`src/adcd_pkg.sv`:
```
// constants, types and decode helpers for the serial configuration decoder
//
// How it works
// - config word is 13 bits, channel then config
// - reset picks ch0+/ch1-, 50/60 rejection, 1x
// - first conversion starts by itself after reset
// - leading 000 or 100 ignores rest, keeps all
// - leading 101 loads next five bits as channel
// - single-ended 0 pairs channels, odd swaps polarity
// - single-ended 1 uses one channel against common
// - config enable 0 keeps previous configuration
// - config enable 1 loads temp, reject, speed bits
// - temp select converts internal sensor instead
// - reject bits: 00 both, 01 50Hz, 10 60Hz
// - speed 0 is 1x with calibration, 1 is 2x
// - temp select forces 1x, ignores speed bit
// - configuration holds until next 101 with enable
// - result from msb to bit 5, five sub bits
// - 2x underrange code is 0X0FFFFXXX
// - 2x zero code sign is free
// - input bits sampled on rising clock, select low
// - abort before 8 drops word, before 16 config
// - first frame bit low once conversion completes
package adcd_pkg;
   // =============================================
   // sizes and timing
   localparam int WORD_BITS = 13;
   localparam int CNT_W = 12;
   localparam int CLK_PERIOD_NS = 50;
   localparam int CONV_TIME_US = 100;
   localparam int CONV_CYCLES = (CONV_TIME_US * 1000) / CLK_PERIOD_NS;
   localparam logic [CNT_W-1:0] CONV_LOAD_1X = CNT_W'(CONV_CYCLES - 1);
   localparam logic [CNT_W-1:0] CONV_LOAD_2X = CNT_W'(CONV_CYCLES / 2 - 1);
   localparam logic [5:0] CHAN_LOAD_FALLS = 6'h08;
   localparam logic [5:0] CFG_LOAD_FALLS = 6'h10;
   localparam logic [5:0] FRAME_FALLS = 6'h20;
   // =============================================
   // word field positions
   localparam int POS_EN = 10;
   localparam int POS_CHAN_HI = 9;
   localparam int POS_CHAN_LO = 5;
   localparam int POS_CFG_EN = 4;
   localparam int POS_TEMP = 3;
   localparam int POS_REJ_HI = 2;
   localparam int POS_REJ_LO = 1;
   localparam int POS_RATE = 0;
   localparam logic [2:0] LEAD_LOAD = 3'h5;
   // =============================================
   // reset values
   localparam logic [4:0] RST_CHAN = 5'h00;
   localparam logic RST_TEMP = 1'b0;
   localparam logic RST_REJ_HI = 1'b0;
   localparam logic RST_REJ_LO = 1'b0;
   localparam logic RST_RATE = 1'b0;
   // =============================================
   // result frame
   localparam logic [31:0] UNDER_AND = 32'h00000FFF;
   localparam logic [31:0] UNDER_OR = 32'h0FFFF000;
   // =============================================
   // apb offsets
   localparam logic [7:0] ADDR_STATUS = 8'h00;
   localparam logic [7:0] ADDR_RESULT = 8'h04;
   localparam logic [7:0] ADDR_SHADOW = 8'h08;
   localparam logic [7:0] ADDR_ACTIVE = 8'h0C;
   // =============================================
   // types
   typedef enum logic [1:0] {
      st_convert,
      st_sleep,
      st_io
   } adcd_state_type;
   // =============================================
   // channel decode, bit 4 is the common pin
   function automatic logic [4:0] chan_pos(input logic [4:0] c);
      logic [4:0] r;
      r = 5'h00;
      if (c[4]) begin
         r[{c[0], c[3]}] = 1'b1;
      end else begin
         r[{c[0], c[3]}] = 1'b1;
      end
      return r;
   endfunction : chan_pos

   function automatic logic [4:0] chan_neg(input logic [4:0] c);
      logic [4:0] r;
      r = 5'h00;
      if (c[4]) begin
         r[4] = 1'b1;
      end else begin
         r[{c[0], ~c[3]}] = 1'b1;
      end
      return r;
   endfunction : chan_neg
endpackage : adcd_pkg

```
`src/adcd_shift_if.sv`:
```
// interface between the control logic and the input word shifter
interface adcd_shift_if;
   logic rise;
   logic fall;
   logic clear;
   logic din;
   logic [12:0] word;
   logic [5:0] rise_cnt;
   logic [5:0] fall_cnt;
   modport ctl (output rise, output fall, output clear, output din,
      input word, input rise_cnt, input fall_cnt);
   modport shf (input rise, input fall, input clear, input din,
      output word, output rise_cnt, output fall_cnt);
endinterface : adcd_shift_if

```
`src/adcd_shifter.sv`:
```
// shadow storage for the serial configuration word and edge counts
module adcd_shifter (
   input wire logic pclk,
   input wire logic presetn,
   adcd_shift_if.shf sh
);
   logic [12:0] word_q, word_d;
   logic [5:0] rc_q, rc_d;
   logic [5:0] fc_q, fc_d;
   logic [3:0] idx;

   // =============================================
   // next values
   always_comb begin
      word_d = word_q;
      rc_d = rc_q;
      fc_d = fc_q;
      idx = 4'(adcd_pkg::WORD_BITS - 1) - rc_q[3:0];
      if (sh.clear) begin
         word_d = 13'h0000;
         rc_d = 6'h00;
         fc_d = 6'h00;
      end else begin
         if (sh.rise && rc_q < 6'(adcd_pkg::WORD_BITS)) begin
            word_d[idx] = sh.din;
         end
         if (sh.rise && rc_q != 6'h3F) begin
            rc_d = rc_q + 6'h01;
         end
         if (sh.fall && fc_q != 6'h3F) begin
            fc_d = fc_q + 6'h01;
         end
      end
   end

   // =============================================
   // registers
   always_ff @(posedge pclk or negedge presetn) begin
      if (!presetn) begin
         word_q <= 13'h0000;
         rc_q <= 6'h00;
         fc_q <= 6'h00;
      end else begin
         word_q <= word_d;
         rc_q <= rc_d;
         fc_q <= fc_d;
      end
   end

   assign sh.word = word_q;
   assign sh.rise_cnt = rc_q;
   assign sh.fall_cnt = fc_q;
endmodule : adcd_shifter

```
`src/adcd_top.sv`:
```
// serial configuration decoder, conversion sequencer and apb slave
//
// The APB register port and the placing of the registers are this design's own decisions.
module adcd_top (
   input wire logic pclk,
   input wire logic presetn,
   input wire logic [7:0] paddr,
   input wire logic psel,
   input wire logic penable,
   input wire logic pwrite,
   input wire logic [31:0] pwdata,
   output logic [31:0] prdata,
   output logic pready,
   output logic pslverr,
   input wire logic sck_pin,
   input wire logic chip_sel_n,
   input wire logic serial_in_pin,
   output logic serial_out_pin,
   output logic serial_out_oe,
   output logic [4:0] pos_sel,
   output logic [4:0] neg_sel,
   output logic temp_mode,
   output logic [1:0] reject_mode,
   output logic rate_double,
   output logic auto_cal,
   output logic converting
);
   // =============================================
   // pin synchronisers
   logic sck_s1_q, sck_s2_q, sck_s3_q;
   logic cs_s1_q, cs_s2_q;
   logic din_s1_q, din_s2_q;
   logic sck_rise, sck_fall, cs_low;

   always_ff @(posedge pclk or negedge presetn) begin
      if (!presetn) begin
         sck_s1_q <= 1'b0;
         sck_s2_q <= 1'b0;
         sck_s3_q <= 1'b0;
         cs_s1_q <= 1'b1;
         cs_s2_q <= 1'b1;
         din_s1_q <= 1'b0;
         din_s2_q <= 1'b0;
      end else begin
         sck_s1_q <= sck_pin;
         sck_s2_q <= sck_s1_q;
         sck_s3_q <= sck_s2_q;
         cs_s1_q <= chip_sel_n;
         cs_s2_q <= cs_s1_q;
         din_s1_q <= serial_in_pin;
         din_s2_q <= din_s1_q;
      end
   end

   assign sck_rise = sck_s2_q & ~sck_s3_q;
   assign sck_fall = ~sck_s2_q & sck_s3_q;
   assign cs_low = ~cs_s2_q;

   // =============================================
   // shadow word storage
   adcd_shift_if sh ();

   adcd_shifter u_shifter (
      .pclk(pclk),
      .presetn(presetn),
      .sh(sh.shf)
   );

   adcd_pkg::adcd_state_type state_q, state_d;

   assign sh.rise = sck_rise & cs_low & (state_q != adcd_pkg::st_convert);
   assign sh.fall = sck_fall & cs_low & (state_q == adcd_pkg::st_io);
   assign sh.din = din_s2_q;

   // =============================================
   // apb slave
   logic [29:0] result_q, result_d;
   logic [31:0] prdata_q, prdata_d;
   logic err_q, err_d;
   logic [4:0] act_chan_q, act_chan_d;
   logic act_temp_q, act_temp_d;
   logic act_rhi_q, act_rhi_d;
   logic act_rlo_q, act_rlo_d;
   logic act_rate_q, act_rate_d;

   always_comb begin
      result_d = result_q;
      prdata_d = prdata_q;
      err_d = err_q;
      if (psel && !penable) begin
         err_d = 1'b0;
         case (paddr)
            adcd_pkg::ADDR_STATUS: begin
               prdata_d = {29'h00000000, state_q == adcd_pkg::st_io,
                  state_q == adcd_pkg::st_sleep,
                  state_q == adcd_pkg::st_convert};
            end
            adcd_pkg::ADDR_RESULT: begin
               prdata_d = {2'h0, result_q};
            end
            adcd_pkg::ADDR_SHADOW: begin
               prdata_d = {2'h0, sh.rise_cnt, 2'h0, sh.fall_cnt,
                  3'h0, sh.word};
            end
            adcd_pkg::ADDR_ACTIVE: begin
               prdata_d = {20'h00000, act_rate_q, act_rlo_q, act_rhi_q,
                  act_temp_q, 3'h0, act_chan_q};
            end
            default: begin
               prdata_d = 32'h00000000;
               err_d = 1'b1;
            end
         endcase
      end
      if (psel && penable && pwrite && paddr == adcd_pkg::ADDR_RESULT) begin
         result_d = pwdata[29:0];
      end
   end

   always_ff @(posedge pclk or negedge presetn) begin
      if (!presetn) begin
         result_q <= 30'h00000000;
         prdata_q <= 32'h00000000;
         err_q <= 1'b0;
      end else begin
         result_q <= result_d;
         prdata_q <= prdata_d;
         err_q <= err_d;
      end
   end

   assign prdata = prdata_q;
   assign pready = penable;
   assign pslverr = psel & penable & err_q;

   // =============================================
   // conversion sequencer
   logic [adcd_pkg::CNT_W-1:0] cnt_q, cnt_d;
   logic [31:0] shout_q, shout_d;
   logic [31:0] frame_new;
   logic [5:0] falls_eff;
   logic lead_ok, chan_ok, cfg_ok, start_conv, rate_next;
   logic so_q, so_d, oe_q;

   always_comb begin
      frame_new = {2'h0, result_q};
      if (rate_double && result_q[29:28] == 2'h0) begin
         frame_new = (frame_new & adcd_pkg::UNDER_AND) |
            adcd_pkg::UNDER_OR;
      end
   end

   assign falls_eff = sh.fall_cnt + {5'h00, sh.fall};
   assign lead_ok = sh.word[12:10] == adcd_pkg::LEAD_LOAD;
   assign chan_ok = lead_ok && falls_eff >= adcd_pkg::CHAN_LOAD_FALLS;
   assign cfg_ok = chan_ok && sh.word[adcd_pkg::POS_CFG_EN] &&
      falls_eff >= adcd_pkg::CFG_LOAD_FALLS;

   always_comb begin
      state_d = state_q;
      cnt_d = cnt_q;
      shout_d = shout_q;
      start_conv = 1'b0;
      act_chan_d = act_chan_q;
      act_temp_d = act_temp_q;
      act_rhi_d = act_rhi_q;
      act_rlo_d = act_rlo_q;
      act_rate_d = act_rate_q;
      unique case (state_q)
         adcd_pkg::st_convert: begin
            if (cnt_q == '0) begin
               state_d = adcd_pkg::st_sleep;
               shout_d = frame_new;
            end else begin
               cnt_d = cnt_q - 1'b1;
            end
         end
         adcd_pkg::st_sleep: begin
            if (cs_low && sck_rise) begin
               state_d = adcd_pkg::st_io;
            end
         end
         adcd_pkg::st_io: begin
            if (sh.fall) begin
               shout_d = {shout_q[30:0], 1'b0};
            end
            if (!cs_low || falls_eff == adcd_pkg::FRAME_FALLS) begin
               start_conv = 1'b1;
            end
         end
      endcase
      if (start_conv) begin
         if (chan_ok) begin
            act_chan_d = sh.word[adcd_pkg::POS_CHAN_HI:adcd_pkg::POS_CHAN_LO];
         end
         if (cfg_ok) begin
            act_temp_d = sh.word[adcd_pkg::POS_TEMP];
            act_rhi_d = sh.word[adcd_pkg::POS_REJ_HI];
            act_rlo_d = sh.word[adcd_pkg::POS_REJ_LO];
            act_rate_d = sh.word[adcd_pkg::POS_RATE];
         end
         state_d = adcd_pkg::st_convert;
         cnt_d = (act_rate_d && !act_temp_d) ? adcd_pkg::CONV_LOAD_2X :
            adcd_pkg::CONV_LOAD_1X;
      end
      so_d = (state_d == adcd_pkg::st_convert) ? 1'b1 : shout_d[31];
   end

   assign rate_next = act_rate_d & ~act_temp_d;
   assign sh.clear = start_conv;

   always_ff @(posedge pclk or negedge presetn) begin
      if (!presetn) begin
         state_q <= adcd_pkg::st_convert;
         cnt_q <= adcd_pkg::CONV_LOAD_1X;
         shout_q <= 32'h00000000;
         act_chan_q <= adcd_pkg::RST_CHAN;
         act_temp_q <= adcd_pkg::RST_TEMP;
         act_rhi_q <= adcd_pkg::RST_REJ_HI;
         act_rlo_q <= adcd_pkg::RST_REJ_LO;
         act_rate_q <= adcd_pkg::RST_RATE;
         so_q <= 1'b1;
         oe_q <= 1'b0;
      end else begin
         state_q <= state_d;
         cnt_q <= cnt_d;
         shout_q <= shout_d;
         act_chan_q <= act_chan_d;
         act_temp_q <= act_temp_d;
         act_rhi_q <= act_rhi_d;
         act_rlo_q <= act_rlo_d;
         act_rate_q <= act_rate_d;
         so_q <= so_d;
         oe_q <= cs_low;
      end
   end

   assign serial_out_pin = so_q;
   assign serial_out_oe = oe_q;
   assign converting = state_q == adcd_pkg::st_convert;

   // =============================================
   // decoded mux and mode outputs
   logic [4:0] pos_q, neg_q;
   logic [1:0] rej_q;
   logic temp_q, dbl_q;

   always_ff @(posedge pclk or negedge presetn) begin
      if (!presetn) begin
         pos_q <= 5'h01;
         neg_q <= 5'h02;
         rej_q <= 2'h0;
         temp_q <= 1'b0;
         dbl_q <= 1'b0;
      end else begin
         pos_q <= adcd_pkg::chan_pos(act_chan_d);
         neg_q <= adcd_pkg::chan_neg(act_chan_d);
         rej_q <= {act_rhi_d, act_rlo_d};
         temp_q <= act_temp_d;
         dbl_q <= rate_next;
      end
   end

   assign pos_sel = pos_q;
   assign neg_sel = neg_q;
   assign temp_mode = temp_q;
   assign reject_mode = rej_q;
   assign rate_double = dbl_q;
   assign auto_cal = ~dbl_q;
endmodule : adcd_top

```
`config.mk`:
```
export PLATFORM = sky130hd
export DESIGN_NAME = adcd_top
export DESIGN_NICKNAME = d
export VERILOG_FILES = /design/src/adcd_pkg.sv /design/src/adcd_shift_if.sv /design/src/adcd_shifter.sv /design/src/adcd_top.sv
export SDC_FILE = /design/constraint.sdc
export NUM_CORES = 1
export LEC_CHECK = 0
export ABC_AREA = 0
export BUFFER_PORTS_ARGS = -buffer_cell sky130_fd_sc_hd__buf_2
export CORE_MARGIN = 3
export CORE_UTILIZATION = 55
export CTS_BUF_LIST = sky130_fd_sc_hd__clkbuf_2 sky130_fd_sc_hd__clkbuf_4 sky130_fd_sc_hd__clkbuf_8
export CTS_CLUSTER_SIZE = 24
export DETAILED_ROUTE_END_ITERATION = 10
export PLACE_DENSITY = 0.85
export SETUP_SLACK_MARGIN = 0.4
export SKIP_LAST_GASP = 1
export SLEW_MARGIN = 20
export SYNTH_ARGS = -nofsm -noshare
export SYNTH_HDL_FRONTEND = slang
export SYNTH_SLANG_ARGS = --single-unit
```
`constraint.sdc`:
```
create_clock -name pclk -period 6.28 [get_ports pclk]
set_input_delay 0.628 -clock pclk [delete_from_list [all_inputs] [get_ports pclk]]
set_output_delay 0.628 -clock pclk [all_outputs]
set_load 0.1 [all_outputs]
```
## Word-level counts from Yosys, hierarchy flattened

Cells that the tools add are included.

- Output and inout bits: 52
- Input bits: 48
- Logic and storage cells: 148
- Flip-flop bits (word level): 164

- $add $sub $neg: 5
- Magnitude comparators: 9
- Bitwise operators: 15
- Mux-type cells: 44
- Eq/ne operators: 12
- Reduce and logical (&&, ||, !) cells: 34

Operator list:

| kind | number |
|---|---|
| $pmux 30 s4 | 1 |
| $mux 32 | 2 |
| $pmux 32 s2 | 1 |
| $mux 12 | 3 |
| $mux 30 | 1 |
| $mux 13 | 2 |
| $mux 6 | 4 |
| $mux 1 | 18 |
| $eq 8x4->1 const B | 2 |
| $logic_and 1x1->1 | 16 |
| $bwmux 13 | 1 |
| $add 6x1->6 const B | 2 |
| $logic_not 12->1 | 1 |
| $ne 6x6->1 const B | 2 |
| $reduce_bool 2->1 | 6 |
| $sub 12x1->12 const B | 1 |
| $mux 11 | 1 |
| $mux 5 | 2 |
| $and 1x1->1 | 9 |
| $eq 8x3->1 const B | 1 |
| $logic_not 8->1 | 1 |
| $lt 2x4->1 const B | 2 |
| $add 6x1->6 | 1 |
| $eq 6x6->1 const B | 1 |
| 24 further kinds | 38 |

## Logic depth before layout (Yosys ltp)

- Depth after elaboration: 16
- Gate-level depth with buffers: 13
- Depth with buffers taken out: 9

## Modules after synthesis

A second synthesis with hierarchy kept.

- Cells, all modules: 690
- Area total of the unflattened synthesis: 7460.9 sq um

Modules (own cells, without submodules):

| module | cells each | seq. area each (sq um) | area an instance (sq um) | times used |
|---|---|---|---|---|
| adcd_top | 554 | 3370.7 | 6049.6 | 1 |
| adcd_shifter | 136 | 625.6 | 1411.4 | 1 |

## Least setup slack after synthesis

No wires, ideal clock.

- Path kind: register -> register
- Start: register cs_s2_q
- End: register cnt_q[5] (netlist bit)
- Stages on the path, launching flop included: 12
- Clock period less this slack: 3177 ps
- Data arrival time: 3052 ps
- Data required time: 6155 ps
- Setup slack: 3103 ps
- Setup time: 125 ps
- Path buffers: 3
- Cells stage by stage: dfstp_2 buf_2 nor4b_2 clkbuf_1 clkbuf_1 ha_1 ha_1 xor2_1 o21ai_1 o211a_1 o21ai_2 mux2_2

- Cells in the longest elaborated chain, start to end: 14
- Elaborated cells on any way between the ends: 24
- Classes of those cells: 1 x add/sub; 2 x order compare; 2 x eq/ne; 8 x mux; 3 x bitwise; 8 x reduce/logical

Ends and longest elaborated chain:

| what | line | RTL |
|---|---|---|
| start, declared | adcd_top.sv:31 | `logic cs_s1_q, cs_s2_q;` |
| start signal, assigned | adcd_top.sv:49 | `cs_s2_q <= cs_s1_q;` |
| $not 1->1 | adcd_top.sv:57 | `assign cs_low = ~cs_s2_q;` |
| $and 1x1->1 (2 in a row) | adcd_top.sv:72 | `assign sh.fall = sck_fall & cs_low & (state_q == adcd_pkg::st_io);` |
| $add 6x1->6 | adcd_top.sv:153 | `assign falls_eff = sh.fall_cnt + {5'h00, sh.fall};` |
| $ge 6x4->1 | adcd_top.sv:155 | `assign chan_ok = lead_ok && falls_eff >= adcd_pkg::CHAN_LOAD_FALLS;` |
| $logic_and 1x1->1 | adcd_top.sv:155 |  |
| $logic_and 1x1->1 (2 in a row) | adcd_top.sv:156 | `assign cfg_ok = chan_ok && sh.word[adcd_pkg::POS_CFG_EN] &&` |
| $mux 1 | adcd_top.sv:196 | `if (cfg_ok) begin` |
| $mux 1 | adcd_top.sv:192 | `if (start_conv) begin` |
| $logic_not 1->1 | adcd_top.sv:203 | `cnt_d = (act_rate_d && !act_temp_d) ? adcd_pkg::CONV_LOAD_2X :` |
| $logic_and 1x1->1 | adcd_top.sv:203 |  |
| $mux 11 | adcd_top.sv:203 |  |
| $mux 12 | adcd_top.sv:192 |  |
| end signal, assigned | adcd_top.sv:215 | `cnt_q <= adcd_pkg::CONV_LOAD_1X;` |
| end signal, assigned | adcd_top.sv:226 | `cnt_q <= cnt_d;` |
| end, declared | adcd_top.sv:138 | `logic [adcd_pkg::CNT_W-1:0] cnt_q, cnt_d;` |

Several ways; a longest one is shown, not always the timed one. The select of a mux whose other input is x is not followed.
A chain may end at the register's enable or synchronous reset.

## Worst setup path in the final report

- Start: register state_q[0]
- End: register u_shifter.word_q[5] (netlist: u_shifter.sh.word[5])

- Cells in the longest elaborated chain, start to end: 8
- Elaborated cells on any way between the ends: 12
- Classes of those cells: 1 x add/sub; 2 x eq/ne; 3 x mux; 2 x bitwise; 4 x reduce/logical

Ends and longest elaborated chain:

| what | line | RTL |
|---|---|---|
| start, declared | adcd_top.sv:69 | `adcd_pkg::adcd_state_type state_q, state_d;` |
| start signal, assigned | adcd_top.sv:214 | `state_q <= adcd_pkg::st_convert;` |
| start signal, assigned | adcd_top.sv:225 | `state_q <= state_d;` |
| $eq 2x2->1 | adcd_top.sv:72, adcd_top.sv:169 |  |
| $and 1x1->1 | adcd_top.sv:72 |  |
| $add 6x1->6 | adcd_top.sv:153 |  |
| $eq 6x6->1 | adcd_top.sv:187 | `if (!cs_low \|\| falls_eff == adcd_pkg::FRAME_FALLS) begin` |
| $logic_or 1x1->1 | adcd_top.sv:187 |  |
| $mux 1 | adcd_top.sv:187 |  |
| $mux 1 | adcd_top.sv:169 | `unique case (state_q)` |
| $mux 13 or $reduce_bool 2->1 (tied branches) | n/a |  |
| end signal, assigned | adcd_shifter.sv:44 | `word_q <= word_d;` |
| end, declared | adcd_shifter.sv:7 | `logic [12:0] word_q, word_d;` |

Several ways; a longest one is shown, not always the timed one.

==> results.json <==
{
  "status": "completed",
  "grt_max_degree": 113,
  "p_per_area_nw_per_um2": 279,
  "cts_hold_buf": 0,
  "min_period_over_period": 0.610,
  "wl_per_cell_um": 17.3,
  "clock_latency_ns": 0.46,
  "postRouteAntennaNets": 0,
  "final.setup_skew_ns": 0.0113,
  "wl_um": 16900,
  "yosysSeqAreaShare": 0.527,
  "cts_setup_buffers": 0,
  "grt_usage": 0.233,
  "gr-total-overflow": 0,
  "cts-buffers-inserted": 17,
  "cts_resized": 0,
  "clock-root-buffer": "clkbuf_8",
  "via_per_inst": 5.88,
  "peakVddDrop_mv": 0.198,
  "hp-class": "in2reg",
  "clk_pin_slew_worst_paths_ns": 0.08,
  "rsz0062_at_grt": "false",
  "synth_ff_type": "dfrtp_1",
  "fin_nets": 845,
  "layout_common_cells": "dfrtp_1, nand2_1, buf_2, o21ai_0, mux2_2",
  "place_ws_ns": 2.51,
  "final-seq-area_um2": 4000,
  "routabilityCongestion": 0.856,
  "placed_cell_area_um2": 8060,
  "layout.cells.most_common": "dfrtp_1",
  "synthCells": 718,
  "timing.max_cap.violations": 0,
  "tns_ns": 0,
  "cts_tree": "done",
  "multi_input_area_um2": 3280,
  "synth-edff-count": 0,
  "antenna_found_initial": 1,
  "hold_end": "cs_s1_q$_DFF_PN1_",
  "r2r_end": "u_shifter.sh.word[5]$_DFFE_PN0P_",
  "dr.first_iter.drc_count": 573,
  "ios": 100,
  "fillCellCount": 1044,
  "core_um2": 13300,
  "yosysUniqueCellTypes": 64,
  "clk_path_buf_depth": 2,
  "p_leak_nw": 4.22,
  "dp_hpwl_um": 11400,
  "r2r-start": "state_q[0]$_DFF_PN0_",
  "rows": 42,
  "grt_pass1_vias": 5413,
  "synth-seq-cells": 159,
  "antennaDiodeCount": 0,
  "fp.dieH_um": 123,
  "ys_warn_count": 0,
  "worst_slack_ns": 2.45,
  "initial_core_util": 0.568,
  "cp.arrival_ns": 4.13,
  "cp.required_ns": 6.58,
  "crit_type": "reg2reg",
  "cp-start-kind": "flip-flop",
  "cts_sinks": 159,
  "cp-end-kind": "flip-flop",
  "min_from": "chip_sel_n",
  "ff2ff_setup_slack_ns": 2.45,
  "drc": 0,
  "period_needed_ns": 3.83,
  "syn-cell-area_um2": 7580,
  "vias": 5734,
  "finalSetupViolations": 0,
  "yosys.area.top_type_share": 0.479,
  "numPortBuffers": 94,
  "asyncSetResetFlopFracSynth": 1.00,
  "hold_viol_final": 0,
  "hold_ws_ns": 0.259,
  "crit_fanout": 40,
  "fin_area_um2": 8480,
  "first_pass_iters": 5,
  "synth_area_per_cell_um2": 10.6,
  "clock.fmax_mhz": 261,
  "synth.top_cells.by_area": "dfrtp_1, mux2_2, nand2_1",
  "area_growth_pct": 12.0,
  "grt_pass1_wl_um": 27400,
  "whs_path_depth": 1,
  "worstRegToRegCells": 10,
  "slew_viol_final": 0,
  "die_x_um": 123,
  "tightestPinTransition_ns": 1.06,
  "layout-drive-gt1-share": 0.271,
  "htreeDepth": 4,
  "die_area_um2": 15200,
  "max_slew_margin": 0.292,
  "synth_top_area_cell": "dfrtp_1"
}
==> cells by family (layout without fill, tap and decap cells) <==
logic type      after synthesis  after routing  synth area share
simple gates                269            269             0.178
flops                       159            159             0.527
compound gates              125            125             0.105
mux                          74             74             0.111
buf+inv                      63            143            0.0424
xor+xnor                     17             17            0.0196
fa+ha+maj                    10             10            0.0165
other cells                   1              3          0.000495
==> stage by stage <==
step	power, mW	cells	utilization
after floorplan	1.48	720	-
after global placement	1.58	944	0.604
after detailed placement	1.59	944	0.604
after CTS	2.38	976	0.636
after global routing	2.48	976	0.636
final	2.37	976	0.636
==> how the worst max path moves through the flow <==
stage | start | end | slack, ns
floorplan | cs_s2_q$_DFF_PN1_ | cnt_q[5]$_DFFE_PN0P_ | 3.10
global placement | state_q[0]$_DFF_PN0_ | cnt_q[7]$_DFFE_PN1P_ | 2.62
detailed placement | state_q[0]$_DFF_PN0_ | cnt_q[4]$_DFFE_PN0P_ | 2.51
CTS | state_q[0]$_DFF_PN0_ | cnt_q[4]$_DFFE_PN0P_ | 2.48
global route | state_q[0]$_DFF_PN0_ | u_shifter.sh.word[5]$_DFFE_PN0P_ | 2.19
finish | state_q[0]$_DFF_PN0_ | u_shifter.sh.word[5]$_DFFE_PN0P_ | 2.45
==> cells in the mapped netlist (all sizes together), types with 3 or more instances <==
cell type,number
mux4,3
xnor2,7
mux2,49
nand3b,5
a22o,3
nand4,14
nor3,13
buf,31
ha,10
or3b,3
nor2,36
nand2b,9
inv,10
nor2b,8
nor3b,4
a22oi,35
clkbuf,22
o211ai,4
nand3,31
a21oi,9
dfrtp,145
and3,4
xor2,10
o21ai,58
a21boi,3
dfstp,14
nor4,5
mux2i,22
nand2,126
==> report_power, final <==
| part | total [mW] | switching (mW) | internal [mW] |
|---|---|---|---|
| Sequential | 1.19 | 0.0986 | 1.09 |
| Clock | 0.795 | 0.369 | 0.425 |
| Combinational | 0.383 | 0.248 | 0.135 |
| Total | 2.37 | 0.717 | 1.65 |
==> sequential cells by signal, indices dropped and copies added, names as in the netlist, 2 cells and up <==
| register | cells |
|---|---|
| u_shifter.sh.rise_cnt | 6 |
| pos_sel | 4 |
| cnt_q | 12 |
| act_chan_q | 5 |
| state_q | 2 |
| u_shifter.sh.word | 13 |
| u_shifter.sh.fall_cnt | 6 |
| shout_q | 32 |
| result_q | 30 |
| neg_sel | 4 |
| prdata | 30 |
==> area by class of cell <==
| class | count | area share |
|---|---|---|
| clock buffer | 21 | 0.0333 |
| clock inverter | 11 | 0.0162 |
| inverter | 10 | 0.00442 |
| multi-input combinational | 498 | 0.387 |
| sequential | 159 | 0.471 |
| tap | 176 | 0.0260 |
| timing repair buffer | 101 | 0.0624 |
==> layer usage <==
| layer | track usage | routed length (um) | vias to the layer above |
|---|---|---|---|
| li1 | - | - | 2648 |
| met1 | 0.319 | 7470 | 2854 |
| met2 | 0.357 | 7960 | 203 |
| met3 | 0.0608 | 1170 | 27 |
| met4 | 0.0941 | 305 | 2 |
| met5 | 0 | 17 | - |
==> worst max-delay path, cell delays in order (launching register included) <==
cell and delay, ns:
dfrtp_1 0.50, nand2b_1 0.24, nor4b_4 0.23, buf_4 0.41, ha_1 0.36, ha_1 0.29, xor2_1 0.10, o21ai_1 0.26
o211a_1 0.30, o21a_1 0.84, nor2_1 0.12
Power figures use the tool's default switching activity.
